## src/verilog/tss_regs.svh

```systemverilog
// Timing counts, field codes and reset values of the start-up sequencer
`ifndef TSS_REGS_SVH
`define TSS_REGS_SVH

// ----------------------------------------------------------------------
// Timing
// ----------------------------------------------------------------------
`define TSS_CLK_PS       25000
`define TSS_OST_COUNT    1024
`define TSS_OST_W        11
`define TSS_TWARM_NS     2000
`define TSS_EC_CYCLES    2
`define TSS_WARM_W       8

// ----------------------------------------------------------------------
// Oscillator mode field codes
// ----------------------------------------------------------------------
`define TSS_MODE_LP      3'h0
`define TSS_MODE_XT      3'h1
`define TSS_MODE_HS      3'h2
`define TSS_MODE_RC      3'h3
`define TSS_MODE_INT     3'h4

// ----------------------------------------------------------------------
// Clock select field
// ----------------------------------------------------------------------
`define TSS_CS_PRIMARY   2'h0
`define TSS_CS_TIMER1    2'h1
`define TSS_CS_INT_BIT   1

// ----------------------------------------------------------------------
// Reset values
// ----------------------------------------------------------------------
`define TSS_RST_FLAG     1'h0
`define TSS_RST_WARM     8'h00

`endif

```

## src/verilog/tss_pkg.sv

```systemverilog
// Types shared by the start-up sequencer
`default_nettype none

package tss_pkg;

	typedef enum logic [2:0] {
		st_off   = 3'h0,
		st_warm  = 3'h1,
		st_int   = 3'h2,
		st_waitx = 3'h3,
		st_ext   = 3'h4,
		st_sleep = 3'h5,
		st_swap  = 3'h6
	} tss_state_t;

	typedef enum logic [1:0] {
		src_none = 2'h0,
		src_int  = 2'h1,
		src_ext  = 2'h2,
		src_t1   = 2'h3
	} tss_src_t;

endpackage : tss_pkg

`default_nettype wire

```

## src/verilog/tss_ost_if.sv

```systemverilog
// Link between the sequencer and its start-up timer
`timescale 1ns/1ps
`default_nettype none
`include "tss_regs.svh"

interface tss_ost_if #(
	parameter int unsigned W = `TSS_OST_W
) ();
	logic         clr;
	logic         run;
	logic         tick;
	logic         done;
	logic [W-1:0] count;

	modport ctl (output clr, output run, output tick, input done, input count);
	modport tmr (input clr, input run, input tick, output done, output count);
endinterface : tss_ost_if

`default_nettype wire

```

## src/verilog/tss_top.sv

```systemverilog
// Two-speed clock start-up sequencer
`timescale 1ns/1ps
`default_nettype none
`include "tss_regs.svh"

// Notes on behaviour
// - Crystal-type modes wait 1024 oscillator cycles before that clock is used.
// - Dual-speed start-up stays off for every non-crystal oscillator mode.
// - External clock modes skip the start-up count after reset or wake.
// - While the crystal settles in dual-speed start-up, instructions run from the internal oscillator.
// - Count completing before sleep sets the done flag and moves to external clock.
// - Sleep aborts the start-up wait and leaves the done flag clear.
// - Dual-speed needs switchover fuse 1, clock select 00 and crystal mode.
// - Sequence starts after power-on (and power-up timer) and on every wake.
// - Internal oscillator is used only after its warm-up delay.
// - Timer1 or crystal oscillator is used only after 1024 counted cycles.
module tss_top #(
	parameter int unsigned OST_LIMIT = `TSS_OST_COUNT,
	parameter int unsigned OST_W     = `TSS_OST_W,
	parameter int unsigned WARM_W    = `TSS_WARM_W
) (
	// Clock, reset, enable
	input  wire logic           mclk,
	input  wire logic           rstn,
	input  wire logic           ce,
	// Power-on and sleep events
	input  wire logic           por_done,
	input  wire logic           power_up_timer_en,
	input  wire logic           power_up_timer_expired,
	input  wire logic           sleep_exec,
	input  wire logic           wake_event,
	// Configuration
	input  wire logic           switchover_enable,
	input  wire logic [2:0]     oscillator_mode_field,
	input  wire logic [1:0]     clock_select_field,
	// Oscillator cycle ticks
	input  wire logic           ext_osc_tick,
	input  wire logic           t1_osc_tick,
	// Clock selection and status
	output var  tss_pkg::tss_src_t sys_clk_src,
	output logic                core_run,
	output logic                ext_osc_en,
	output logic                two_speed_active,
	output logic                start_up_done_flag
);

	localparam int unsigned WARM_CYC =
		(`TSS_TWARM_NS * 1000 + `TSS_CLK_PS - 1) / `TSS_CLK_PS;
	localparam logic [WARM_W-1:0] WARM_LOAD = WARM_W'(WARM_CYC);
	localparam logic [WARM_W-1:0] EC_LOAD   = WARM_W'(`TSS_EC_CYCLES);

	if (WARM_CYC < 1 || WARM_CYC >= (1 << WARM_W)
		|| `TSS_EC_CYCLES >= (1 << WARM_W)) begin : g_bad_warm
		$error("tss_top: warm-up count does not fit in WARM_W bits");
	end

	// ----------------------------------------------------------------------
	// State
	// ----------------------------------------------------------------------
	tss_pkg::tss_state_t state_ff;
	tss_pkg::tss_state_t nxt_state;
	tss_pkg::tss_src_t   target_ff;
	tss_pkg::tss_src_t   src_ff;
	logic                use_ost_ff;
	logic [WARM_W-1:0]   warm_cnt_ff;
	logic                run_ff;
	logic                ext_en_ff;
	logic                ts_active_ff;
	logic                done_flag_ff;

	tss_pkg::tss_state_t sel_state;
	tss_pkg::tss_src_t   sel_target;
	logic                sel_ost;
	logic [WARM_W-1:0]   sel_load;

	logic crystal_mode;
	logic ts_en;
	logic por_ok;
	logic start_go;
	logic sleep_go;
	logic warm_zero;
	logic wait_done;
	logic ost_hit;

	tss_ost_if #(.W(OST_W)) ost_bus ();

	tss_ost #(
		.LIMIT (OST_LIMIT),
		.W     (OST_W)
	) u_ost (
		.mclk  (mclk),
		.rstn  (rstn),
		.ce    (ce),
		.ost   (ost_bus)
	);

	// ----------------------------------------------------------------------
	// Start conditions
	// ----------------------------------------------------------------------
	assign crystal_mode = oscillator_mode_field == `TSS_MODE_LP
		|| oscillator_mode_field == `TSS_MODE_XT
		|| oscillator_mode_field == `TSS_MODE_HS;
	assign ts_en = switchover_enable && clock_select_field == `TSS_CS_PRIMARY
		&& crystal_mode;
	assign por_ok = por_done && (!power_up_timer_en || power_up_timer_expired);
	assign start_go = ce && ((state_ff == tss_pkg::st_off && por_ok)
		|| (state_ff == tss_pkg::st_sleep && wake_event));
	// Sleep can only be executed while the core runs
	assign sleep_go = ce && sleep_exec
		&& (state_ff == tss_pkg::st_int || state_ff == tss_pkg::st_ext);
	assign warm_zero = warm_cnt_ff == '0;
	assign wait_done = use_ost_ff ? ost_bus.done : warm_zero;
	assign ost_hit = state_ff == tss_pkg::st_int && use_ost_ff && ost_bus.done;

	// Path chosen at each start from the live configuration
	always_comb begin
		sel_state  = tss_pkg::st_warm;
		sel_target = tss_pkg::src_int;
		sel_ost    = 1'b0;
		sel_load   = WARM_LOAD;
		if (clock_select_field[`TSS_CS_INT_BIT]) begin
			sel_target = tss_pkg::src_int;
		end else if (clock_select_field == `TSS_CS_TIMER1) begin
			sel_state  = tss_pkg::st_waitx;
			sel_target = tss_pkg::src_t1;
			sel_ost    = 1'b1;
		end else if (crystal_mode) begin
			sel_target = tss_pkg::src_ext;
			sel_ost    = 1'b1;
			if (!ts_en) begin
				sel_state = tss_pkg::st_waitx;
			end
		end else if (oscillator_mode_field != `TSS_MODE_INT) begin
			sel_state  = tss_pkg::st_waitx;
			sel_target = tss_pkg::src_ext;
			sel_load   = EC_LOAD;
		end
	end

	// ----------------------------------------------------------------------
	// Sequencer
	// ----------------------------------------------------------------------
	always_comb begin
		nxt_state = state_ff;
		case (state_ff)
			tss_pkg::st_off: begin
				if (start_go) nxt_state = sel_state;
			end
			tss_pkg::st_warm: begin
				if (warm_zero) nxt_state = tss_pkg::st_int;
			end
			tss_pkg::st_int: begin
				// Sleep in the same cycle as the last count wins
				if (sleep_go) nxt_state = tss_pkg::st_sleep;
				else if (ost_hit) nxt_state = tss_pkg::st_swap;
			end
			tss_pkg::st_waitx: begin
				if (wait_done) nxt_state = tss_pkg::st_ext;
			end
			tss_pkg::st_swap: begin
				nxt_state = tss_pkg::st_ext;
			end
			tss_pkg::st_ext: begin
				if (sleep_go) nxt_state = tss_pkg::st_sleep;
			end
			tss_pkg::st_sleep: begin
				if (start_go) nxt_state = sel_state;
			end
			default: begin
				nxt_state = tss_pkg::st_off;
			end
		endcase
	end

	always_ff @(posedge mclk or negedge rstn) begin
		if (!rstn) state_ff <= tss_pkg::st_off;
		else if (ce) state_ff <= nxt_state;
	end

	always_ff @(posedge mclk or negedge rstn) begin
		if (!rstn) begin
			target_ff  <= tss_pkg::src_none;
			use_ost_ff <= 1'b0;
		end else if (start_go) begin
			target_ff  <= sel_target;
			use_ost_ff <= sel_ost;
		end
	end

	// Warm-up counts mclk; the external-clock delay counts its own ticks
	always_ff @(posedge mclk or negedge rstn) begin
		if (!rstn) begin
			warm_cnt_ff <= `TSS_RST_WARM;
		end else if (ce) begin
			if (start_go) begin
				warm_cnt_ff <= sel_load;
			end else if (!warm_zero && (state_ff == tss_pkg::st_warm
				|| (state_ff == tss_pkg::st_waitx && ext_osc_tick))) begin
				warm_cnt_ff <= warm_cnt_ff - 1'b1;
			end
		end
	end

	// ----------------------------------------------------------------------
	// Start-up timer control
	// ----------------------------------------------------------------------
	assign ost_bus.clr  = start_go || sleep_go;
	assign ost_bus.run  = use_ost_ff
		&& (state_ff == tss_pkg::st_int || state_ff == tss_pkg::st_waitx);
	assign ost_bus.tick = (target_ff == tss_pkg::src_t1) ? t1_osc_tick : ext_osc_tick;

	// ----------------------------------------------------------------------
	// Outputs
	// ----------------------------------------------------------------------
	// Swap state sends no clock for a cycle: break before make
	always_ff @(posedge mclk or negedge rstn) begin
		if (!rstn) begin
			src_ff <= tss_pkg::src_none;
			run_ff <= 1'b0;
		end else if (ce) begin
			case (nxt_state)
				tss_pkg::st_int: begin
					src_ff <= tss_pkg::src_int;
					run_ff <= 1'b1;
				end
				tss_pkg::st_ext: begin
					src_ff <= target_ff;
					run_ff <= 1'b1;
				end
				default: begin
					src_ff <= tss_pkg::src_none;
					run_ff <= 1'b0;
				end
			endcase
		end
	end

	always_ff @(posedge mclk or negedge rstn) begin
		if (!rstn) begin
			ext_en_ff    <= 1'b0;
			ts_active_ff <= 1'b0;
		end else if (ce) begin
			ext_en_ff    <= nxt_state != tss_pkg::st_off && nxt_state != tss_pkg::st_sleep
				&& (start_go ? sel_target : target_ff) != tss_pkg::src_int;
			ts_active_ff <= (nxt_state == tss_pkg::st_warm || nxt_state == tss_pkg::st_int)
				&& (start_go ? sel_ost : use_ost_ff);
		end
	end

	// Cleared only at a new start, so an aborted wait leaves it clear
	always_ff @(posedge mclk or negedge rstn) begin
		if (!rstn) begin
			done_flag_ff <= `TSS_RST_FLAG;
		end else if (ce) begin
			if (start_go) begin
				done_flag_ff <= 1'b0;
			end else if (nxt_state == tss_pkg::st_swap || (state_ff == tss_pkg::st_waitx
				&& wait_done && use_ost_ff && target_ff == tss_pkg::src_ext)) begin
				done_flag_ff <= 1'b1;
			end
		end
	end

	assign sys_clk_src        = src_ff;
	assign core_run           = run_ff;
	assign ext_osc_en         = ext_en_ff;
	assign two_speed_active   = ts_active_ff;
	assign start_up_done_flag = done_flag_ff;
endmodule : tss_top

`default_nettype wire

```

## src/verilog/tss_ost.sv

```systemverilog
// Start-up timer: counts oscillator cycles up to a fixed limit
`timescale 1ns/1ps
`default_nettype none
`include "tss_regs.svh"

module tss_ost #(
	parameter int unsigned LIMIT = `TSS_OST_COUNT,
	parameter int unsigned W     = `TSS_OST_W
) (
	// Clock and reset
	input wire logic mclk,
	input wire logic rstn,
	input wire logic ce,
	// Sequencer side
	tss_ost_if.tmr   ost
);

	localparam logic [W-1:0] LIM    = W'(LIMIT);
	localparam logic [W-1:0] LIM_M1 = W'(LIMIT - 1);

	if (LIMIT < 1 || LIMIT >= (1 << W)) begin : g_bad_limit
		$error("tss_ost: LIMIT does not fit in W bits");
	end

	logic [W-1:0] count_ff;

	// Saturates at the limit so done stays up until the next clear
	always_ff @(posedge mclk or negedge rstn) begin
		if (!rstn) begin
			count_ff <= '0;
		end else if (ce) begin
			if (ost.clr) begin
				count_ff <= '0;
			end else if (ost.run && ost.tick && count_ff != LIM) begin
				count_ff <= count_ff + 1'b1;
			end
		end
	end

	assign ost.count = count_ff;
	assign ost.done  = (count_ff == LIM);
endmodule : tss_ost

`default_nettype wire

```

## config.mk

```make
export PLATFORM = sky130hd
export DESIGN_NAME = tss_top
export DESIGN_NICKNAME = d
export VERILOG_FILES = /design/src/verilog/tss_pkg.sv /design/src/verilog/tss_ost_if.sv /design/src/verilog/tss_top.sv /design/src/verilog/tss_ost.sv
export VERILOG_INCLUDE_DIRS = /design/src /design/src/verilog
export SDC_FILE = /design/constraint.sdc
export NUM_CORES = 1
export LEC_CHECK = 0
export ABC_AREA = 1
export BUFFER_PORTS_ARGS = -buffer_cell sky130_fd_sc_hd__buf_4
export CORE_MARGIN = 3
export CORE_UTILIZATION = 45
export CTS_BUF_LIST = sky130_fd_sc_hd__clkbuf_8
export DETAILED_ROUTE_END_ITERATION = 10
export REMOVE_ABC_BUFFERS = 1
export SYNTH_ARGS = -nofsm -noshare
export SYNTH_HDL_FRONTEND = slang
export SYNTH_SLANG_ARGS = --single-unit
```

## constraint.sdc

```tcl
create_clock -name mclk -period 3.1 [get_ports mclk]
set_input_delay 0.62 -clock mclk [delete_from_list [all_inputs] [get_ports mclk]]
set_output_delay 0.62 -clock mclk [all_outputs]
set_load 0.005 [all_outputs]
```

==> impl_metrics.json <==
{
  "status": "finished clean",
  "synth_cell_type_count": 31,
  "layout-drive-gt1-share": 0.163,
  "worst_pin_slew_ps": 397,
  "irDropWorstVdd_mv": 0.351,
  "end_kind": "flip-flop",
  "cts_root_buffer": "clkbuf_8",
  "netlist_top_cells_count": "nand2_1 (60), inv_1 (36), nor2_1 (33)",
  "num_rows": 23,
  "setup_viol": 0,
  "drv_cap": 0,
  "overflow": 0,
  "stdcell_area_um2": 2230,
  "ys_seq_elements": 31,
  "fin_tns_setup_ps": 0,
  "die_w_um": 71.9,
  "max_freq_mhz": 525,
  "wl_met3_um": 192,
  "holdCritPathClass": "in2async",
  "hold_slack_ps": 268,
  "synth_edf_count": 0,
  "synth_ff_type": "dfrtp_1",
  "post_cts_buffers": 0,
  "synth_top_cell_by_area": "dfrtp_1",
  "finalHoldViolCount": 0,
  "synth_warnings": 0,
  "highest_layer": "met4",
  "dpl.cell_count": 338,
  "grt_pass1_vias": 1619,
  "finalCritPeriodShare": 0.615,
  "hold_buffers": 0,
  "r2r_slack_ps": 1190,
  "critPathTopFamily": "simple AND/OR/NAND/NOR gates",
  "start_util": 0.479,
  "ctsResizeCount": 0,
  "dieArea_um2": 5170,
  "startpoint_type": "flip-flop",
  "wl_per_cell_um": 12.0,
  "rsz0062_at_grt": "false",
  "antenna_cells": 0,
  "cts.sinks": 31,
  "totalWireLength_um": 4140,
  "slew_headroom": 0.735,
  "remaining_drc_errors": 0,
  "clk_pin_slew_ps": 60,
  "worst_ep_required_time_ps": 3270,
  "pre_cts_slack_ps": 973,
  "syn_avg_cell_area_um2": 7.24,
  "r2r_cells": 12,
  "dpl.hpwl_um": 3130,
  "arrival_ps": 2080,
  "cts_buffers": 5,
  "synth.top_cell.area_share": 0.397,
  "finalNetCount": 314,
  "dieHeight_um": 71.9,
  "htreeDepth": 2,
  "finalCriticalPeriod_ps": 1910,
  "wl_met2_um": 1810,
  "skew_ps": 1.92,
  "crit_path_frequent_cell": "nand2_1",
  "avgViaCountPerCell": 4.93,
  "place_congestion": 0.872,
  "area_growth_pct": 13.9,
  "p_per_area_nw_per_um2": 756,
  "power_leakage_nw": 1.15,
  "place_area_um2": 2150,
  "setup_ws_ps": 1190,
  "syn-instance-count": 270,
  "slew_viol_final": 0,
  "clock_latency_ps": 280,
  "yosysMostFrequentCell": "nand2_1",
  "crit_buf_inv": 1,
  "crit_chain": "inv_1 > ha_1 > nand3_1 > nor2_2 > nand2_1 > nand2_1 > nand2_1 > nand3_2 > nor2_1 > or2_0 > nand2_1 > nand2_1",
  "cp_slowest_cell": "dfrtp_1",
  "grtUsageTotal": 0.182,
  "drt_iter0_drc": 98,
  "slowest_delay_ps": 360,
  "detail-route-antenna-nets": 0,
  "wl_met1_um": 2090,
  "r2r_start": "warm_cnt_ff[0]",
  "io_pins": 22,
  "first_pass_iters": 4,
  "cp_max_fo": 4,
  "synth-async-reset-ratio": 1.00,
  "ys_top_cells_by_area": "dfrtp_1 (40%), nand2_1 (12%), inv_1 (6.9%), nor2_1 (6.3%), nand3_1 (5.1%)",
  "core_area_um2": 4090,
  "portBuffers": 21,
  "yosysSeqAreaShare": 0.397,
  "vias": 1695,
  "timing.rr.end": "sys_clk_src[0]",
  "finalNonFillerCells": 344,
  "p_total_mw": 1.68,
  "netlist_area_um2": 1960,
  "clockBufferDepth": 2,
  "antenna_found_initial": 0,
  "grt_pass1_wl_um": 7300,
  "utilization": 0.545,
  "cts_tree": "built",
  "grt_max_degree": 32,
  "worstSetupPathType": "reg2reg"
}
==> kinds of logic after synthesis <==
family / count (synthesis) / synth area share
adders and majority gates: 3 / 0.0192
AOI/OAI and AO/OA: 50 / 0.153
xor gates and xnor gates: 2 / 0.00896
buffers and inverters: 41 / 0.0838
DFF: 31 / 0.397
and+or+nand+nor: 143 / 0.338
==> layer usage <==
metal / GRT usage / up-vias
met5: 0 / -
li1: - / 920
met1: 0.258 / 742
met4: 0.0772 / 0
met2: 0.254 / 28
met3: 0.0582 / 5
==> report_power, final <==
part	switching (mW)	internal, mW	total [mW]
clock network	0.140	0.146	0.286
logic	0.482	0.294	0.776
registers	0.0962	0.524	0.620
total	0.719	0.964	1.68
==> final cells by class <==
| type | instances | area [um2] |
|---|---|---|
| clock buffers | 5 | 68.8 |
| repair buffers | 21 | 158 |
| well taps | 50 | 62.6 |
| inverters | 38 | 143 |
| multi-input cells | 198 | 1020 |
| clock inverters | 1 | 3.75 |
| flip-flops and latches | 31 | 776 |
| fillers | 415 | 1860 |
==> flip-flops by register name, summed over array words and instances, names as in the netlist <==
name	count
use_ost_ff	1
target_ff	2
warm_cnt_ff	8
u_ost.ost.count	11
start_up_done_flag	1
state_ff	3
ext_osc_en	1
two_speed_active	1
sys_clk_src	2
core_run	1
==> worst reg2reg max path: stages, from the launching register on <==
cell and delay [ps]:
dfrtp_1 360, inv_1 100, ha_1 210, nand3_1 150
nor2_2 220, nand2_1 100, nand2_1 100, nand2_1 70
nand3_2 120, nor2_1 60, or2_0 200, nand2_1 60
nand2_1 50
==> cell usage in the layout (no fill, tap or decap) <==
master    synthesis  routed
nand2_1          60      60
inv_1            36      37
nor2_1           33      33
dfrtp_1          31      31
buf_4             0      21
nand3_1          20      20
o21ai_0          17      17
a21oi_1          13      13
nor3_1           10      10
nand2_2           5       5
o21ai_1           5       5
o21a_1            5       5
clkbuf_8          0       5
nor2_2            4       4
a31oi_1           4       4
nand2_4           3       3
nand3_2           3       3
ha_1              3       3
nor2_4            2       2
xor2_1            2       2
a21boi_0          1       1
inv_2             1       1
nand4_1           1       1
clkinv_1          1       1
a21oi_4           1       1
a21oi_2           1       1
a31o_2            1       1
nor3b_1           1       1
a211oi_2          1       1
a21boi_1          1       1
or2_0             1       1
==> worst max path at each step <==
| stage | from | to | slack, ps | depth (start not counted) |
|---|---|---|---|---|
| finish | warm_cnt_ff[0] | sys_clk_src[0] | 1190 | 12 |
| global route | ce | sys_clk_src[0] | 970 | 12 |
| CTS | warm_cnt_ff[0] | sys_clk_src[0] | 1160 | 12 |
| detailed placement | ce | sys_clk_src[0] | 970 | 12 |
| global placement | ce | sys_clk_src[0] | 990 | 12 |
| floorplan | power_up_timer_expired | u_ost.ost.count[10] | 1370 | 9 |
(Power assumes the default switching activity.)
